## src/tpm_pkg.sv

```systemverilog
package tpm_pkg;

  // ==========================================================
  // register map, byte addresses on the apb port
  localparam logic [7:0] OFS_CTRL   = 8'h00;
  localparam logic [7:0] OFS_HTIME  = 8'h04;
  localparam logic [7:0] OFS_HSYNC  = 8'h08;
  localparam logic [7:0] OFS_VTIME  = 8'h0C;
  localparam logic [7:0] OFS_VSYNC  = 8'h10;
  localparam logic [7:0] OFS_PWM0   = 8'h14;
  localparam logic [7:0] OFS_PWM1   = 8'h18;
  localparam logic [7:0] OFS_PWM2   = 8'h1C;
  localparam logic [7:0] OFS_STATUS = 8'h20;

  // ==========================================================
  // field positions
  localparam int CTRL_MODE_LSB  = 0;
  localparam int CTRL_TIM_EN    = 2;
  localparam int CTRL_HS_POL    = 3;
  localparam int CTRL_VS_POL    = 4;
  localparam int CTRL_LOGIC_PWR = 8;
  localparam int CTRL_PANEL_EN  = 9;
  localparam int CTRL_BACKLIGHT = 10;
  localparam int PAIR_HI_LSB    = 16;
  localparam int PWM_SEL_LSB    = 8;
  localparam int PWM_EN_BIT     = 12;
  localparam int STAT_UNDERRUN  = 0;
  localparam int STAT_EMPTY     = 1;
  localparam int STAT_ACTIVE    = 2;

  // ==========================================================
  // reset values and limits
  localparam logic [31:0] CTRL_RST   = 32'h0000_0000;
  localparam logic [11:0] HACT_RST   = 12'h280;
  localparam logic [11:0] HTOT_RST   = 12'h320;
  localparam logic [11:0] VACT_RST   = 12'h1E0;
  localparam logic [11:0] VTOT_RST   = 12'h20D;
  localparam logic [11:0] HS_BEG_RST = 12'h290;
  localparam logic [11:0] HS_END_RST = 12'h2F0;
  localparam logic [11:0] VS_BEG_RST = 12'h1EA;
  localparam logic [11:0] VS_END_RST = 12'h1EC;
  localparam logic [11:0] MAX_HACT   = 12'd1920;
  localparam logic [11:0] MAX_VACT   = 12'd1440;

  // ==========================================================
  // pwm step prescales in sys_clk cycles, one per frequency choice
  localparam logic [7:0] PWM_DIV0 = 8'h01;
  localparam logic [7:0] PWM_DIV1 = 8'h04;
  localparam logic [7:0] PWM_DIV2 = 8'h10;

  localparam int FIFO_DEPTH = 32;

  typedef enum logic [1:0] {
    MODE_SINGLE18,
    MODE_SINGLE24,
    MODE_DOUBLE36,
    MODE_DUAL18
  } tpm_mode_e;

  typedef struct packed {
    logic [7:0] r_a;
    logic [7:0] g_a;
    logic [7:0] b_a;
    logic [5:0] r_b;
    logic [5:0] g_b;
    logic [5:0] b_b;
  } tpm_pix_s;

  typedef struct packed {
    logic       en;
    logic [1:0] sel;
    logic [7:0] duty;
  } tpm_pwm_s;

endpackage

```

## src/tpm_fifo.sv

```systemverilog
`timescale 1ns/1ps
module tpm_fifo #(
  parameter int W = 42,
  parameter int D = 32
) (
  input  wire logic         clk,
  input  wire logic         rst_n,
  input  wire logic         in_valid,
  output logic              in_ready,
  input  wire logic [W-1:0] in_data,
  output logic              out_valid,
  input  wire logic         out_ready,
  output logic [W-1:0]      out_data
);
  localparam int AW = $clog2(D);

  logic [W-1:0] mem [D];
  logic [AW-1:0] wr_ptr;
  logic [AW-1:0] rd_ptr;
  logic [AW:0]   count;
  logic          push;
  logic          load;

  // out_data is a register stage after the array: read data never
  // comes straight from the memory
  assign in_ready = (count != (AW+1)'(D));
  assign push     = in_valid & in_ready;
  assign load     = (count != '0) & (~out_valid | out_ready);

  always_ff @(posedge clk) begin
    if (push) begin
      mem[wr_ptr] <= in_data;
    end
  end

  always_ff @(posedge clk or negedge rst_n) begin
    if (!rst_n) begin
      wr_ptr <= '0;
      rd_ptr <= '0;
      count  <= '0;
    end else begin
      if (push) begin
        wr_ptr <= wr_ptr + AW'(1);
      end
      if (load) begin
        rd_ptr <= rd_ptr + AW'(1);
      end
      count <= count + (AW+1)'(push) - (AW+1)'(load);
    end
  end

  always_ff @(posedge clk or negedge rst_n) begin
    if (!rst_n) begin
      out_valid <= 1'b0;
      out_data  <= '0;
    end else if (load) begin
      out_valid <= 1'b1;
      out_data  <= mem[rd_ptr];
    end else if (out_ready) begin
      out_valid <= 1'b0;
    end
  end
endmodule

```

## src/tpm_mapper.sv

```systemverilog
// Notes on behaviour
// - single 18-bit puts 6-bit r,g,b on data bits 23:18, 15:10, 7:2.
// - single 24-bit puts 8-bit r,g,b on data bits 23:16, 15:8, 7:0.
// - double pixel puts first pixel on the single 18-bit pins.
// - double pixel puts second pixel low bits on 17:16, 9:8, 1:0.
// - double pixel puts second pixel upper bits on gpio 28:25, 15:12, 11:8.
// - first panel timing always leaves on the four dedicated timing pins.
// - dual mode drives first panel exactly as single 18-bit mode.
// - dual mode second panel syncs on analog pins, clock gpio16, de gpio29.
// - dual mode second panel colour bits use the same pins as second pixel.
// - exactly one of the panel arrangements is active at a time.
// - timing generation covers active areas up to 1920 by 1440.
// - logic power and panel enable change only on software writes.
// - backlight switch is a software-timed on/off output.
// - three pwm outputs, each with its own control register.
// - two pwm outputs offer three selectable frequencies each.
// - third pwm offers four frequency multiples locked to video sync.
//
// Added by the designer: register access over APB and the placing of the registers.
`timescale 1ns/1ps
module tpm_mapper
  import tpm_pkg::*;
(
  input  wire logic        sys_clk,
  input  wire logic        rst_n,
  input  wire logic        psel,
  input  wire logic        penable,
  input  wire logic        pwrite,
  input  wire logic [7:0]  paddr,
  input  wire logic [31:0] pwdata,
  output logic [31:0]      prdata,
  output logic             pready,
  output logic             pslverr,
  input  wire logic        pix_valid,
  output logic             pix_ready,
  input  wire tpm_pix_s    pix_data,
  input  wire logic        pix_clk_in,
  output logic [23:0]      panel_data_bus,
  output logic             panel_hsync_out,
  output logic             panel_vsync_out,
  output logic             panel_pixel_clock_out,
  output logic             panel_data_enable_out,
  output logic             analog_hsync_pin,
  output logic             analog_vsync_pin,
  output logic             analog_sync_oe,
  output logic [31:0]      gpio_panel_out,
  output logic [31:0]      gpio_panel_oe,
  output logic             panel_logic_power_ctl,
  output logic             panel_enable_ctl,
  output logic             backlight_ctl,
  output logic [2:0]       pwm_out
);

  // ==========================================================
  // reset release
  logic rst_meta_n;
  logic rst_sync_n;

  always_ff @(posedge sys_clk or negedge rst_n) begin
    if (!rst_n) begin
      rst_meta_n <= 1'b0;
      rst_sync_n <= 1'b0;
    end else begin
      rst_meta_n <= 1'b1;
      rst_sync_n <= rst_meta_n;
    end
  end

  // ==========================================================
  // registers
  logic [31:0] ctrl;
  logic [11:0] h_act;
  logic [11:0] h_tot;
  logic [11:0] v_act;
  logic [11:0] v_tot;
  logic [11:0] hs_beg;
  logic [11:0] hs_end;
  logic [11:0] vs_beg;
  logic [11:0] vs_end;
  tpm_pwm_s    pwm_cfg [3];
  logic        underrun;
  logic        wr_en;
  logic        rd_en;
  logic        hit;
  logic [31:0] next_prdata;
  tpm_mode_e   mode;

  // writes land at the edge where the master sees pready high
  assign wr_en = psel & penable & pwrite & pready;
  assign rd_en = psel & penable & ~pwrite & ~pready;
  assign mode  = tpm_mode_e'(ctrl[CTRL_MODE_LSB +: 2]);

  // one wait state: pready rises in the second access cycle
  always_ff @(posedge sys_clk or negedge rst_sync_n) begin
    if (!rst_sync_n) begin
      pready  <= 1'b0;
      pslverr <= 1'b0;
      prdata  <= 32'h0000_0000;
    end else begin
      pready  <= psel & penable & ~pready;
      pslverr <= psel & penable & ~pready & ~hit;
      prdata  <= rd_en ? next_prdata : 32'h0000_0000;
    end
  end

  function automatic logic [11:0] clamp(input logic [11:0] v,
                                        input logic [11:0] lim);
    clamp = (v > lim) ? lim : v;
  endfunction

  always_ff @(posedge sys_clk or negedge rst_sync_n) begin
    if (!rst_sync_n) begin
      ctrl   <= CTRL_RST;
      h_act  <= HACT_RST;
      h_tot  <= HTOT_RST;
      v_act  <= VACT_RST;
      v_tot  <= VTOT_RST;
      hs_beg <= HS_BEG_RST;
      hs_end <= HS_END_RST;
      vs_beg <= VS_BEG_RST;
      vs_end <= VS_END_RST;
    end else if (wr_en) begin
      unique case (paddr)
        OFS_CTRL: begin
          ctrl <= pwdata;
        end
        OFS_HTIME: begin
          h_act <= clamp(pwdata[11:0], MAX_HACT);
          h_tot <= pwdata[PAIR_HI_LSB +: 12];
        end
        OFS_HSYNC: begin
          hs_beg <= pwdata[11:0];
          hs_end <= pwdata[PAIR_HI_LSB +: 12];
        end
        OFS_VTIME: begin
          v_act <= clamp(pwdata[11:0], MAX_VACT);
          v_tot <= pwdata[PAIR_HI_LSB +: 12];
        end
        OFS_VSYNC: begin
          vs_beg <= pwdata[11:0];
          vs_end <= pwdata[PAIR_HI_LSB +: 12];
        end
        default: begin
        end
      endcase
    end
  end

  // each pwm has its own control word
  for (genvar k = 0; k < 3; k++) begin : g_pwm_reg
    always_ff @(posedge sys_clk or negedge rst_sync_n) begin
      if (!rst_sync_n) begin
        pwm_cfg[k] <= '0;
      end else if (wr_en && paddr == OFS_PWM0 + 8'(4 * k)) begin
        pwm_cfg[k].duty <= pwdata[7:0];
        pwm_cfg[k].sel  <= pwdata[PWM_SEL_LSB +: 2];
        pwm_cfg[k].en   <= pwdata[PWM_EN_BIT];
      end
    end
  end

  assign panel_logic_power_ctl = ctrl[CTRL_LOGIC_PWR];
  assign panel_enable_ctl      = ctrl[CTRL_PANEL_EN];
  assign backlight_ctl         = ctrl[CTRL_BACKLIGHT];

  // ==========================================================
  // pixel clock sampling
  logic clk_meta;
  logic clk_sync;
  logic clk_prev;
  logic pix_tick;

  always_ff @(posedge sys_clk or negedge rst_sync_n) begin
    if (!rst_sync_n) begin
      clk_meta <= 1'b0;
      clk_sync <= 1'b0;
      clk_prev <= 1'b0;
    end else begin
      clk_meta <= pix_clk_in;
      clk_sync <= clk_meta;
      clk_prev <= clk_sync;
    end
  end

  // data move on the falling edge so they are settled when the panel
  // samples on the rising edge of the mirrored clock
  assign pix_tick = clk_prev & ~clk_sync;

  // ==========================================================
  // pixel buffer
  logic     fifo_valid;
  logic     fifo_pop;
  tpm_pix_s fifo_data;

  tpm_fifo #(
    .W($bits(tpm_pix_s)),
    .D(FIFO_DEPTH)
  ) u_fifo (
    .clk      (sys_clk),
    .rst_n    (rst_sync_n),
    .in_valid (pix_valid),
    .in_ready (pix_ready),
    .in_data  (pix_data),
    .out_valid(fifo_valid),
    .out_ready(fifo_pop),
    .out_data (fifo_data)
  );

  // ==========================================================
  // timing generator
  logic [11:0] h_cnt;
  logic [11:0] v_cnt;
  logic        active;
  logic        hs_now;
  logic        vs_now;
  logic        line_start;
  logic        frame_start;

  assign active = ctrl[CTRL_TIM_EN] & (h_cnt < h_act) & (v_cnt < v_act);
  assign hs_now = (h_cnt >= hs_beg) & (h_cnt < hs_end);
  assign vs_now = (v_cnt >= vs_beg) & (v_cnt < vs_end);
  assign fifo_pop    = pix_tick & active & fifo_valid;
  assign line_start  = pix_tick & ctrl[CTRL_TIM_EN] & (h_cnt == 12'h000);
  assign frame_start = line_start & (v_cnt == 12'h000);

  always_ff @(posedge sys_clk or negedge rst_sync_n) begin
    if (!rst_sync_n) begin
      h_cnt <= 12'h000;
      v_cnt <= 12'h000;
    end else if (!ctrl[CTRL_TIM_EN]) begin
      h_cnt <= 12'h000;
      v_cnt <= 12'h000;
    end else if (pix_tick) begin
      if (h_cnt + 12'h001 >= h_tot) begin
        h_cnt <= 12'h000;
        v_cnt <= (v_cnt + 12'h001 >= v_tot) ? 12'h000 : v_cnt + 12'h001;
      end else begin
        h_cnt <= h_cnt + 12'h001;
      end
    end
  end

  // starved active pixel: blank colour, sticky flag, write 1 clears;
  // a new starve in the clearing cycle wins
  always_ff @(posedge sys_clk or negedge rst_sync_n) begin
    if (!rst_sync_n) begin
      underrun <= 1'b0;
    end else if (pix_tick && active && !fifo_valid) begin
      underrun <= 1'b1;
    end else if (wr_en && paddr == OFS_STATUS && pwdata[STAT_UNDERRUN]) begin
      underrun <= 1'b0;
    end
  end

  always_comb begin
    hit         = 1'b1;
    next_prdata = 32'h0000_0000;
    unique case (paddr)
      OFS_CTRL:   next_prdata = ctrl;
      OFS_HTIME:  next_prdata = {4'h0, h_tot, 4'h0, h_act};
      OFS_HSYNC:  next_prdata = {4'h0, hs_end, 4'h0, hs_beg};
      OFS_VTIME:  next_prdata = {4'h0, v_tot, 4'h0, v_act};
      OFS_VSYNC:  next_prdata = {4'h0, vs_end, 4'h0, vs_beg};
      OFS_PWM0:   next_prdata = {19'h0, pwm_cfg[0].en, 2'h0,
                                 pwm_cfg[0].sel, pwm_cfg[0].duty};
      OFS_PWM1:   next_prdata = {19'h0, pwm_cfg[1].en, 2'h0,
                                 pwm_cfg[1].sel, pwm_cfg[1].duty};
      OFS_PWM2:   next_prdata = {19'h0, pwm_cfg[2].en, 2'h0,
                                 pwm_cfg[2].sel, pwm_cfg[2].duty};
      OFS_STATUS: next_prdata = {29'h0, active, ~fifo_valid, underrun};
      default:    hit = 1'b0;
    endcase
  end

  // ==========================================================
  // pin mapping
  tpm_pix_s    px;
  logic [23:0] next_data;
  logic [31:0] next_gpio;
  logic [31:0] next_oe;
  logic        hs_out;
  logic        vs_out;

  assign px     = (active && fifo_valid) ? fifo_data : '0;
  assign hs_out = hs_now ^ ctrl[CTRL_HS_POL];
  assign vs_out = vs_now ^ ctrl[CTRL_VS_POL];

  always_comb begin
    next_data = 24'h000000;
    next_gpio = 32'h0000_0000;
    next_oe   = 32'h0000_0000;
    unique case (mode)
      MODE_SINGLE18: begin
        next_data[23:18] = px.r_a[7:2];
        next_data[15:10] = px.g_a[7:2];
        next_data[7:2]   = px.b_a[7:2];
      end
      MODE_SINGLE24: begin
        next_data = {px.r_a, px.g_a, px.b_a};
      end
      MODE_DOUBLE36, MODE_DUAL18: begin
        next_data[23:18] = px.r_a[7:2];
        next_data[15:10] = px.g_a[7:2];
        next_data[7:2]   = px.b_a[7:2];
        next_data[17:16] = px.r_b[1:0];
        next_data[9:8]   = px.g_b[1:0];
        next_data[1:0]   = px.b_b[1:0];
        next_gpio[28:25] = px.r_b[5:2];
        next_gpio[15:12] = px.g_b[5:2];
        next_gpio[11:8]  = px.b_b[5:2];
        next_oe[28:25]   = 4'hF;
        next_oe[15:8]    = 8'hFF;
        if (mode == MODE_DUAL18) begin
          next_gpio[29] = active;
          next_oe[29]   = 1'b1;
          next_oe[16]   = 1'b1;
        end
      end
    endcase
  end

  always_ff @(posedge sys_clk or negedge rst_sync_n) begin
    if (!rst_sync_n) begin
      panel_data_bus        <= 24'h000000;
      panel_hsync_out       <= 1'b0;
      panel_vsync_out       <= 1'b0;
      panel_data_enable_out <= 1'b0;
      analog_hsync_pin      <= 1'b0;
      analog_vsync_pin      <= 1'b0;
      analog_sync_oe        <= 1'b0;
    end else if (pix_tick) begin
      panel_data_bus        <= next_data;
      panel_hsync_out       <= hs_out;
      panel_vsync_out       <= vs_out;
      panel_data_enable_out <= active;
      analog_hsync_pin      <= (mode == MODE_DUAL18) & hs_out;
      analog_vsync_pin      <= (mode == MODE_DUAL18) & vs_out;
      analog_sync_oe        <= (mode == MODE_DUAL18);
    end
  end

  // the mirrored clocks follow every sys_clk, the rest waits for a tick;
  // the second panel clock therefore shares the first panel's phase
  always_ff @(posedge sys_clk or negedge rst_sync_n) begin
    if (!rst_sync_n) begin
      panel_pixel_clock_out <= 1'b0;
      gpio_panel_out        <= 32'h0000_0000;
      gpio_panel_oe         <= 32'h0000_0000;
    end else begin
      panel_pixel_clock_out <= clk_sync;
      gpio_panel_out[16]    <= gpio_panel_oe[16] & clk_sync;
      if (pix_tick) begin
        gpio_panel_out[31:17] <= next_gpio[31:17];
        gpio_panel_out[15:0]  <= next_gpio[15:0];
        gpio_panel_oe         <= next_oe;
      end
    end
  end

  // ==========================================================
  // brightness pwm
  logic [7:0]  pre_cnt [2];
  logic [7:0]  duty_cnt [2];
  logic [2:0]  next_pwm;
  logic [11:0] p2_cnt;
  logic [11:0] p2_per;
  logic [19:0] p2_lim;

  for (genvar k = 0; k < 2; k++) begin : g_pwm
    logic [7:0] div;
    always_comb begin
      unique case (pwm_cfg[k].sel)
        2'h1:    div = PWM_DIV1;
        2'h2:    div = PWM_DIV2;
        default: div = PWM_DIV0;
      endcase
    end
    always_ff @(posedge sys_clk or negedge rst_sync_n) begin
      if (!rst_sync_n) begin
        pre_cnt[k]  <= 8'h00;
        duty_cnt[k] <= 8'h00;
      end else if (!pwm_cfg[k].en) begin
        pre_cnt[k]  <= 8'h00;
        duty_cnt[k] <= 8'h00;
      end else if (pre_cnt[k] + 8'h01 >= div) begin
        pre_cnt[k]  <= 8'h00;
        duty_cnt[k] <= duty_cnt[k] + 8'h01;
      end else begin
        pre_cnt[k] <= pre_cnt[k] + 8'h01;
      end
    end
    assign next_pwm[k] = pwm_cfg[k].en & (duty_cnt[k] < pwm_cfg[k].duty);
  end

  // third pwm counts lines; its period is one, a half, a quarter or an eighth frame
  assign p2_per = v_tot >> pwm_cfg[2].sel;
  assign p2_lim = 20'(pwm_cfg[2].duty) * 20'(p2_per);
  assign next_pwm[2] = pwm_cfg[2].en & ({p2_cnt, 8'h00} < p2_lim);

  always_ff @(posedge sys_clk or negedge rst_sync_n) begin
    if (!rst_sync_n) begin
      p2_cnt <= 12'h000;
    end else if (frame_start) begin
      p2_cnt <= 12'h000;
    end else if (line_start) begin
      p2_cnt <= (p2_cnt + 12'h001 >= p2_per) ? 12'h000 : p2_cnt + 12'h001;
    end
  end

  always_ff @(posedge sys_clk or negedge rst_sync_n) begin
    if (!rst_sync_n) begin
      pwm_out <= 3'h0;
    end else begin
      pwm_out <= next_pwm;
    end
  end

  // ==========================================================
  // checks
  a_low_bits_18: assert property (@(posedge sys_clk) disable iff (!rst_sync_n)
    (pix_tick && mode == MODE_SINGLE18) |=>
    (panel_data_bus[17:16] == 2'h0 && panel_data_bus[1:0] == 2'h0))
    else $error("unused data bits not low in 18-bit mode");
  a_red_24: assert property (@(posedge sys_clk) disable iff (!rst_sync_n)
    (fifo_pop && mode == MODE_SINGLE24) |=>
    (panel_data_bus[23:16] == $past(fifo_data.r_a)))
    else $error("24-bit red lane wrong");
  a_second_low: assert property (@(posedge sys_clk) disable iff (!rst_sync_n)
    (fifo_pop && mode == MODE_DOUBLE36) |=>
    (panel_data_bus[9:8] == $past(fifo_data.g_b[1:0])))
    else $error("second pixel low green wrong");
  a_second_gpio: assert property (@(posedge sys_clk) disable iff (!rst_sync_n)
    (fifo_pop && mode == MODE_DOUBLE36) |=>
    (gpio_panel_out[28:25] == $past(fifo_data.r_b[5:2])))
    else $error("second pixel red gpio wrong");
  a_dual_pins: assert property (@(posedge sys_clk) disable iff (!rst_sync_n)
    (pix_tick && mode == MODE_DUAL18) |=>
    (gpio_panel_oe[16] && gpio_panel_oe[29] && analog_sync_oe))
    else $error("second panel pins not driven");
  a_gpio_free: assert property (@(posedge sys_clk) disable iff (!rst_sync_n)
    (pix_tick && mode == MODE_SINGLE24) |=> (gpio_panel_oe == '0))
    else $error("gpio borrowed in single mode");
  a_size_limit: assert property (@(posedge sys_clk) disable iff (!rst_sync_n)
    (h_act <= MAX_HACT && v_act <= MAX_VACT))
    else $error("active area above limit");
  a_power_sw: assert property (@(posedge sys_clk) disable iff (!rst_sync_n)
    $changed(panel_logic_power_ctl) |->
    $past(wr_en && paddr == OFS_CTRL))
    else $error("panel power moved without write");
  a_pwm2_sync: assert property (@(posedge sys_clk) disable iff (!rst_sync_n)
    frame_start |=> (p2_cnt == 12'h000))
    else $error("third pwm not restarted at frame");
  a_de_follow: assert property (@(posedge sys_clk) disable iff (!rst_sync_n)
    pix_tick |=> (panel_data_enable_out == $past(active)))
    else $error("data enable out of step");
endmodule

```

## config.mk

```make
export PLATFORM = sky130hd
export DESIGN_NAME = tpm_mapper
export DESIGN_NICKNAME = d
export VERILOG_FILES = /design/src/tpm_pkg.sv /design/src/tpm_fifo.sv /design/src/tpm_mapper.sv
export SDC_FILE = /design/constraint.sdc
export NUM_CORES = 2
export LEC_CHECK = 0
export ABC_CLOCK_PERIOD_IN_PS = 13200
export BUFFER_PORTS_ARGS = -buffer_cell sky130_fd_sc_hd__buf_2
export CELL_PAD_IN_SITES_DETAIL_PLACEMENT = 0
export CELL_PAD_IN_SITES_GLOBAL_PLACEMENT = 1
export CORE_ASPECT_RATIO = 0.8
export CORE_MARGIN = 1.5
export CORE_UTILIZATION = 53
export CTS_BUF_LIST = sky130_fd_sc_hd__clkbuf_16
export CTS_CLUSTER_DIAMETER = 30
export DETAILED_ROUTE_END_ITERATION = 16
export GPL_TIMING_DRIVEN = 0
export PLACE_DENSITY_LB_ADDON = 0.1
export SYNTH_ARGS = -nofsm -noshare
export SYNTH_HDL_FRONTEND = slang
export SYNTH_HIERARCHICAL = 1
export SYNTH_SLANG_ARGS = --single-unit
```

## constraint.sdc

```tcl
create_clock -name sys_clk -period 13.2 [get_ports sys_clk]
set_input_delay 1.98 -clock sys_clk [delete_from_list [all_inputs] [get_ports sys_clk]]
set_output_delay 1.98 -clock sys_clk [all_outputs]
set_load 0.02 [all_outputs]
```

==> results.md <==
* Vias per inst at 6.00
* Max Cap Violations at 0
* HP Class: reg2async
* Logic gate share of total power at 5.6%
* DRC viols at 0
* Largest family of logic cells by synthesized area: multiplexers
* CTS tree: yes
* Relative slew slack at 17.3%
* Post-synth EDFFs at 1344
* Worst Tran Pin Value at 1240 ps
* Post-Layout Cell Count at 7462
* Hold buffer count at CTS at 0
* Post-CTS sizing at 0
* Tcrit/Tclk final at 60.7%
* Pint at 11.7 mW
* Cell Area, Placed at 0.0798 sq mm
* Gr usage total at 29.5%
* Power Density at 167 mW/mm^2
* Ranking of synthesized cells by area: edfxtp_1, dfrtp_1, mux4_2, mux2i_1, ha_1
* Crit Path Class: reg2reg
* Initial core utilization at 53.3%
* Critical path buffer and inverter count at 4
* Simple-gate share of the synthesized area at 5.01%
* Final core occ at 64.5%
* Number of buffers created by CTS at 316
* Drt first-iter violations at 4704
* Power share of the clock group at 53.3%
* Rows at 123
* Mux share of post-synthesis cell area at 12.8%
* Fraction of the mapped netlist area in adder cells at 5.03%
* CTS sink cnt at 1720
* Setup violators final at 0
* FFs w/ async S/R, synth at 21.9%
* Sw Share at 22.3%
* Fmax at 125 MHz
* Biggest area consumer among synthesized cells: edfxtp_1
* Biggest cell delay along the critical path at 760 ps
* Final hold vios at 0
* Critical path endpoint category: flop
* Req. time, crit path at 13890 ps
* Startpoint Class: flop
* Post-Synth XOR/XNOR Area at 0.691%
* Area growth, synth to finish at 20.9%
* Dpl hpwl at 141000 um
* Vias at 44775
* Fin crit period at 8010 ps
* Compound-Gate Fraction of Synth Area at 6.46%
* Predominant post-synthesis flop cell: edfxtp_1
* Port Buffers at 180
* Worst Skew at 107 ps
* Top-count cell post-synth: edfxtp_1
* Setup TNS at 0 ps
* Synth Area per Inst at 15.8 sq um
* Clock root buffer: clkbuf_16
* Routed Antenna Nets at 0
* Slowest CP cell: mux4_2
* Clk pin slew, worst setup/hold paths at 60 ps
* Die Footprint at 0.143 sq mm
* Routability congestion estimate at 0.840
* Top post-synthesis cells by count: edfxtp_1, dfrtp_1, mux2i_1
* Layout cells sized above 1 at 23.8%
* Worst-skew pair later-pin latency at 930 ps
* Pin count of the biggest net entering global routing at 63
* Final Max Tran Viols at 0
* First-pass GRT wire length at 307000 um
* Sequential power share at 41.1%
* Core Box Area at 0.140 sq mm
* Leak at 35.5 nW
* Die width at 423 um
* Sequential-to-total area share from yosys stat at 66.6%
* CP delay by family, top: adder cells
* Post-synthesis register bit count at 1720
* Post-CTS setup repair buffer count at 0
* Pre-antenna DRT Iters at 7
* Post-Route WL at 210000 um
* Grt total ovfl at 0
* Nets at 5690
* Die height at 339 um
* Vias in the first global route at 45012
* Max Root-Sink Buffers at 4
* Cell area after layout at 0.0905 sq mm
* Yosys Warn Count at 6
* Outcome: complete, no violations
* Mapped Area at 0.0748 sq mm
* Avg WL per Cell at 28.1 um
* Placed Instances at 6894
* Worst vdd ir at 153 uV
* # IOs at 225
* Unrepaired setup endpoints after global routing: no
* Crit Path Max Fanout at 10
* Filler Cell Count at 10023
* Worst EP arrival at 8700 ps
* # H-tree levels at 5
* Switch Pwr at 3.37 mW
* Antenna violations before repair at 15
* Area share of the largest cell type after synthesis at 53.9%
* Total Power at 15.1 mW
* Yosys cell types at 87
* Crit-path cells: clkbuf_1 -> buf_1 -> mux4_2 -> and2_1 -> fa_1 -> fa_1 -> fa_1 -> inv_1 -> fa_1 -> inv_1 -> ha_1 -> or4_1 -> o21ai_0 -> o21ai_0 -> a22o_1 -> ha_1 -> nand4_1 -> or4_1 -> a21oi_1 -> o21ai_0 -> o21ai_0 -> a31oi_1
* Mapped Cells at 4733
[logic make-up after synthesis]
logic type / count (synthesis)
xor+xnor: 59
simple gates: 755
compound gates: 717
fa+ha+maj: 264
flops: 1720
buf+inv: 550
mux: 666
other cells: 2
[layout make-up]
type	count	area (sq um)	share of cell area, %
timing repair buffer	245	2250	2.49
multi-input combinational	2504	22900	25.3
buffer	286	1570	1.73
clock inverter	241	2610	2.88
inverter	264	991	1.10
clock buffer	321	8030	8.88
tap	1875	2350	2.59
sequential	1720	49800	55.0
antenna	6	15.0	0.0166
[worst reg2reg max path: stages (launching register included)]
cell	delay, ps
dfrtp_1	370
clkbuf_1	400
buf_1	690
mux4_2	760
and2_1	240
fa_1	500
fa_1	540
fa_1	490
inv_1	40
fa_1	490
inv_1	50
ha_1	230
or4_1	500
o21ai_0	340
o21ai_0	210
a22o_1	270
ha_1	290
nand4_1	170
or4_1	540
a21oi_1	130
o21ai_0	110
o21ai_0	310
a31oi_1	150
[registers in the layout, summed over array words and instances (netlist names), 3 cells and up]
register,flops
ctrl,32
duty_cnt,16
gpio_panel_out,14
h_act,12
h_cnt,12
h_tot,12
hs_beg,12
hs_end,12
p2_cnt,12
panel_data_bus,24
prdata,32
pre_cnt,16
pwm_cfg,33
pwm_out,3
u_fifo/count,6
u_fifo/mem,1344
u_fifo/out_data,42
u_fifo/rd_ptr,5
u_fifo/wr_ptr,5
v_act,12
v_cnt,12
v_tot,12
vs_beg,12
vs_end,12
[placed cells by master (no fill, tap or decap), types with 33 or more instances in the layout]
cell / netlist / final
xnor2_1: 43 / 43
mux4_2: 218 / 218
bufinv_16: 0 / 44
dfstp_2: 33 / 33
inv_1: 263 / 290
ha_1: 203 / 203
mux2i_1: 300 / 300
o22ai_1: 149 / 149
clkbuf_1: 141 / 141
buf_12: 0 / 56
and2_1: 113 / 113
buf_4: 78 / 79
conb_1: 2 / 43
clkinvlp_4: 0 / 34
nand2_1: 264 / 264
a211oi_1: 90 / 90
clkinv_2: 0 / 42
nor2_1: 147 / 115
mux2_2: 142 / 142
dfrtp_1: 343 / 342
a21oi_1: 119 / 119
edfxtp_1: 1344 / 1344
fa_1: 61 / 61
buf_2: 30 / 210
a221oi_1: 50 / 50
clkbuf_16: 0 / 321
nand3_1: 57 / 57
o21ai_0: 95 / 95
[metal layers]
metal | global-route usage [%] | share of wire [%] | up-vias
li1 | - | - | 19425
met1 | 41.5 | 42 | 23024
met2 | 46.0 | 47 | 1926
met3 | 5.43 | 7.6 | 390
met4 | 11.3 | 3.4 | 10
met5 | 0 | 0.031 | -
[worst paths after layout]
check	start	slack, ps	end	cells after the start
max	pwm_cfg[8]	5190	pwm_out[2]	22
min	rst_sync_n	330	panel_data_bus[23]	0
max reg2reg	pwm_cfg[8]	5190	pwm_out[2]	22
min reg2reg	rst_sync_n	330	panel_data_bus[23]	0
max in group asynchronous	rst_sync_n	11370	hs_beg[7]	3
min in group sys_clk	clk_meta	360	clk_sync	0
[power by group through the flow]
stage	combinational (mW)	clock (mW)	sequential (mW)
floorplan	0.417	0	6.31
CTS	0.841	8.13	6.21
detailed placement	0.836	0	6.30
global placement	0.689	0	6.36
finish	0.842	8.04	6.21
global route	0.895	8.40	6.22
[per-stage QoR]
| step | hold slack (ps) | setup slack (ps) |
|---|---|---|
| finish | 334 | 5190 |
| floorplan | 331 | 2000 |
| CTS | 359 | 5130 |
| global placement | 335 | -4380 |
| global route | 368 | 4800 |
| detailed placement | 336 | 5190 |
No activity file was read; power rests on OpenSTA's default activity.
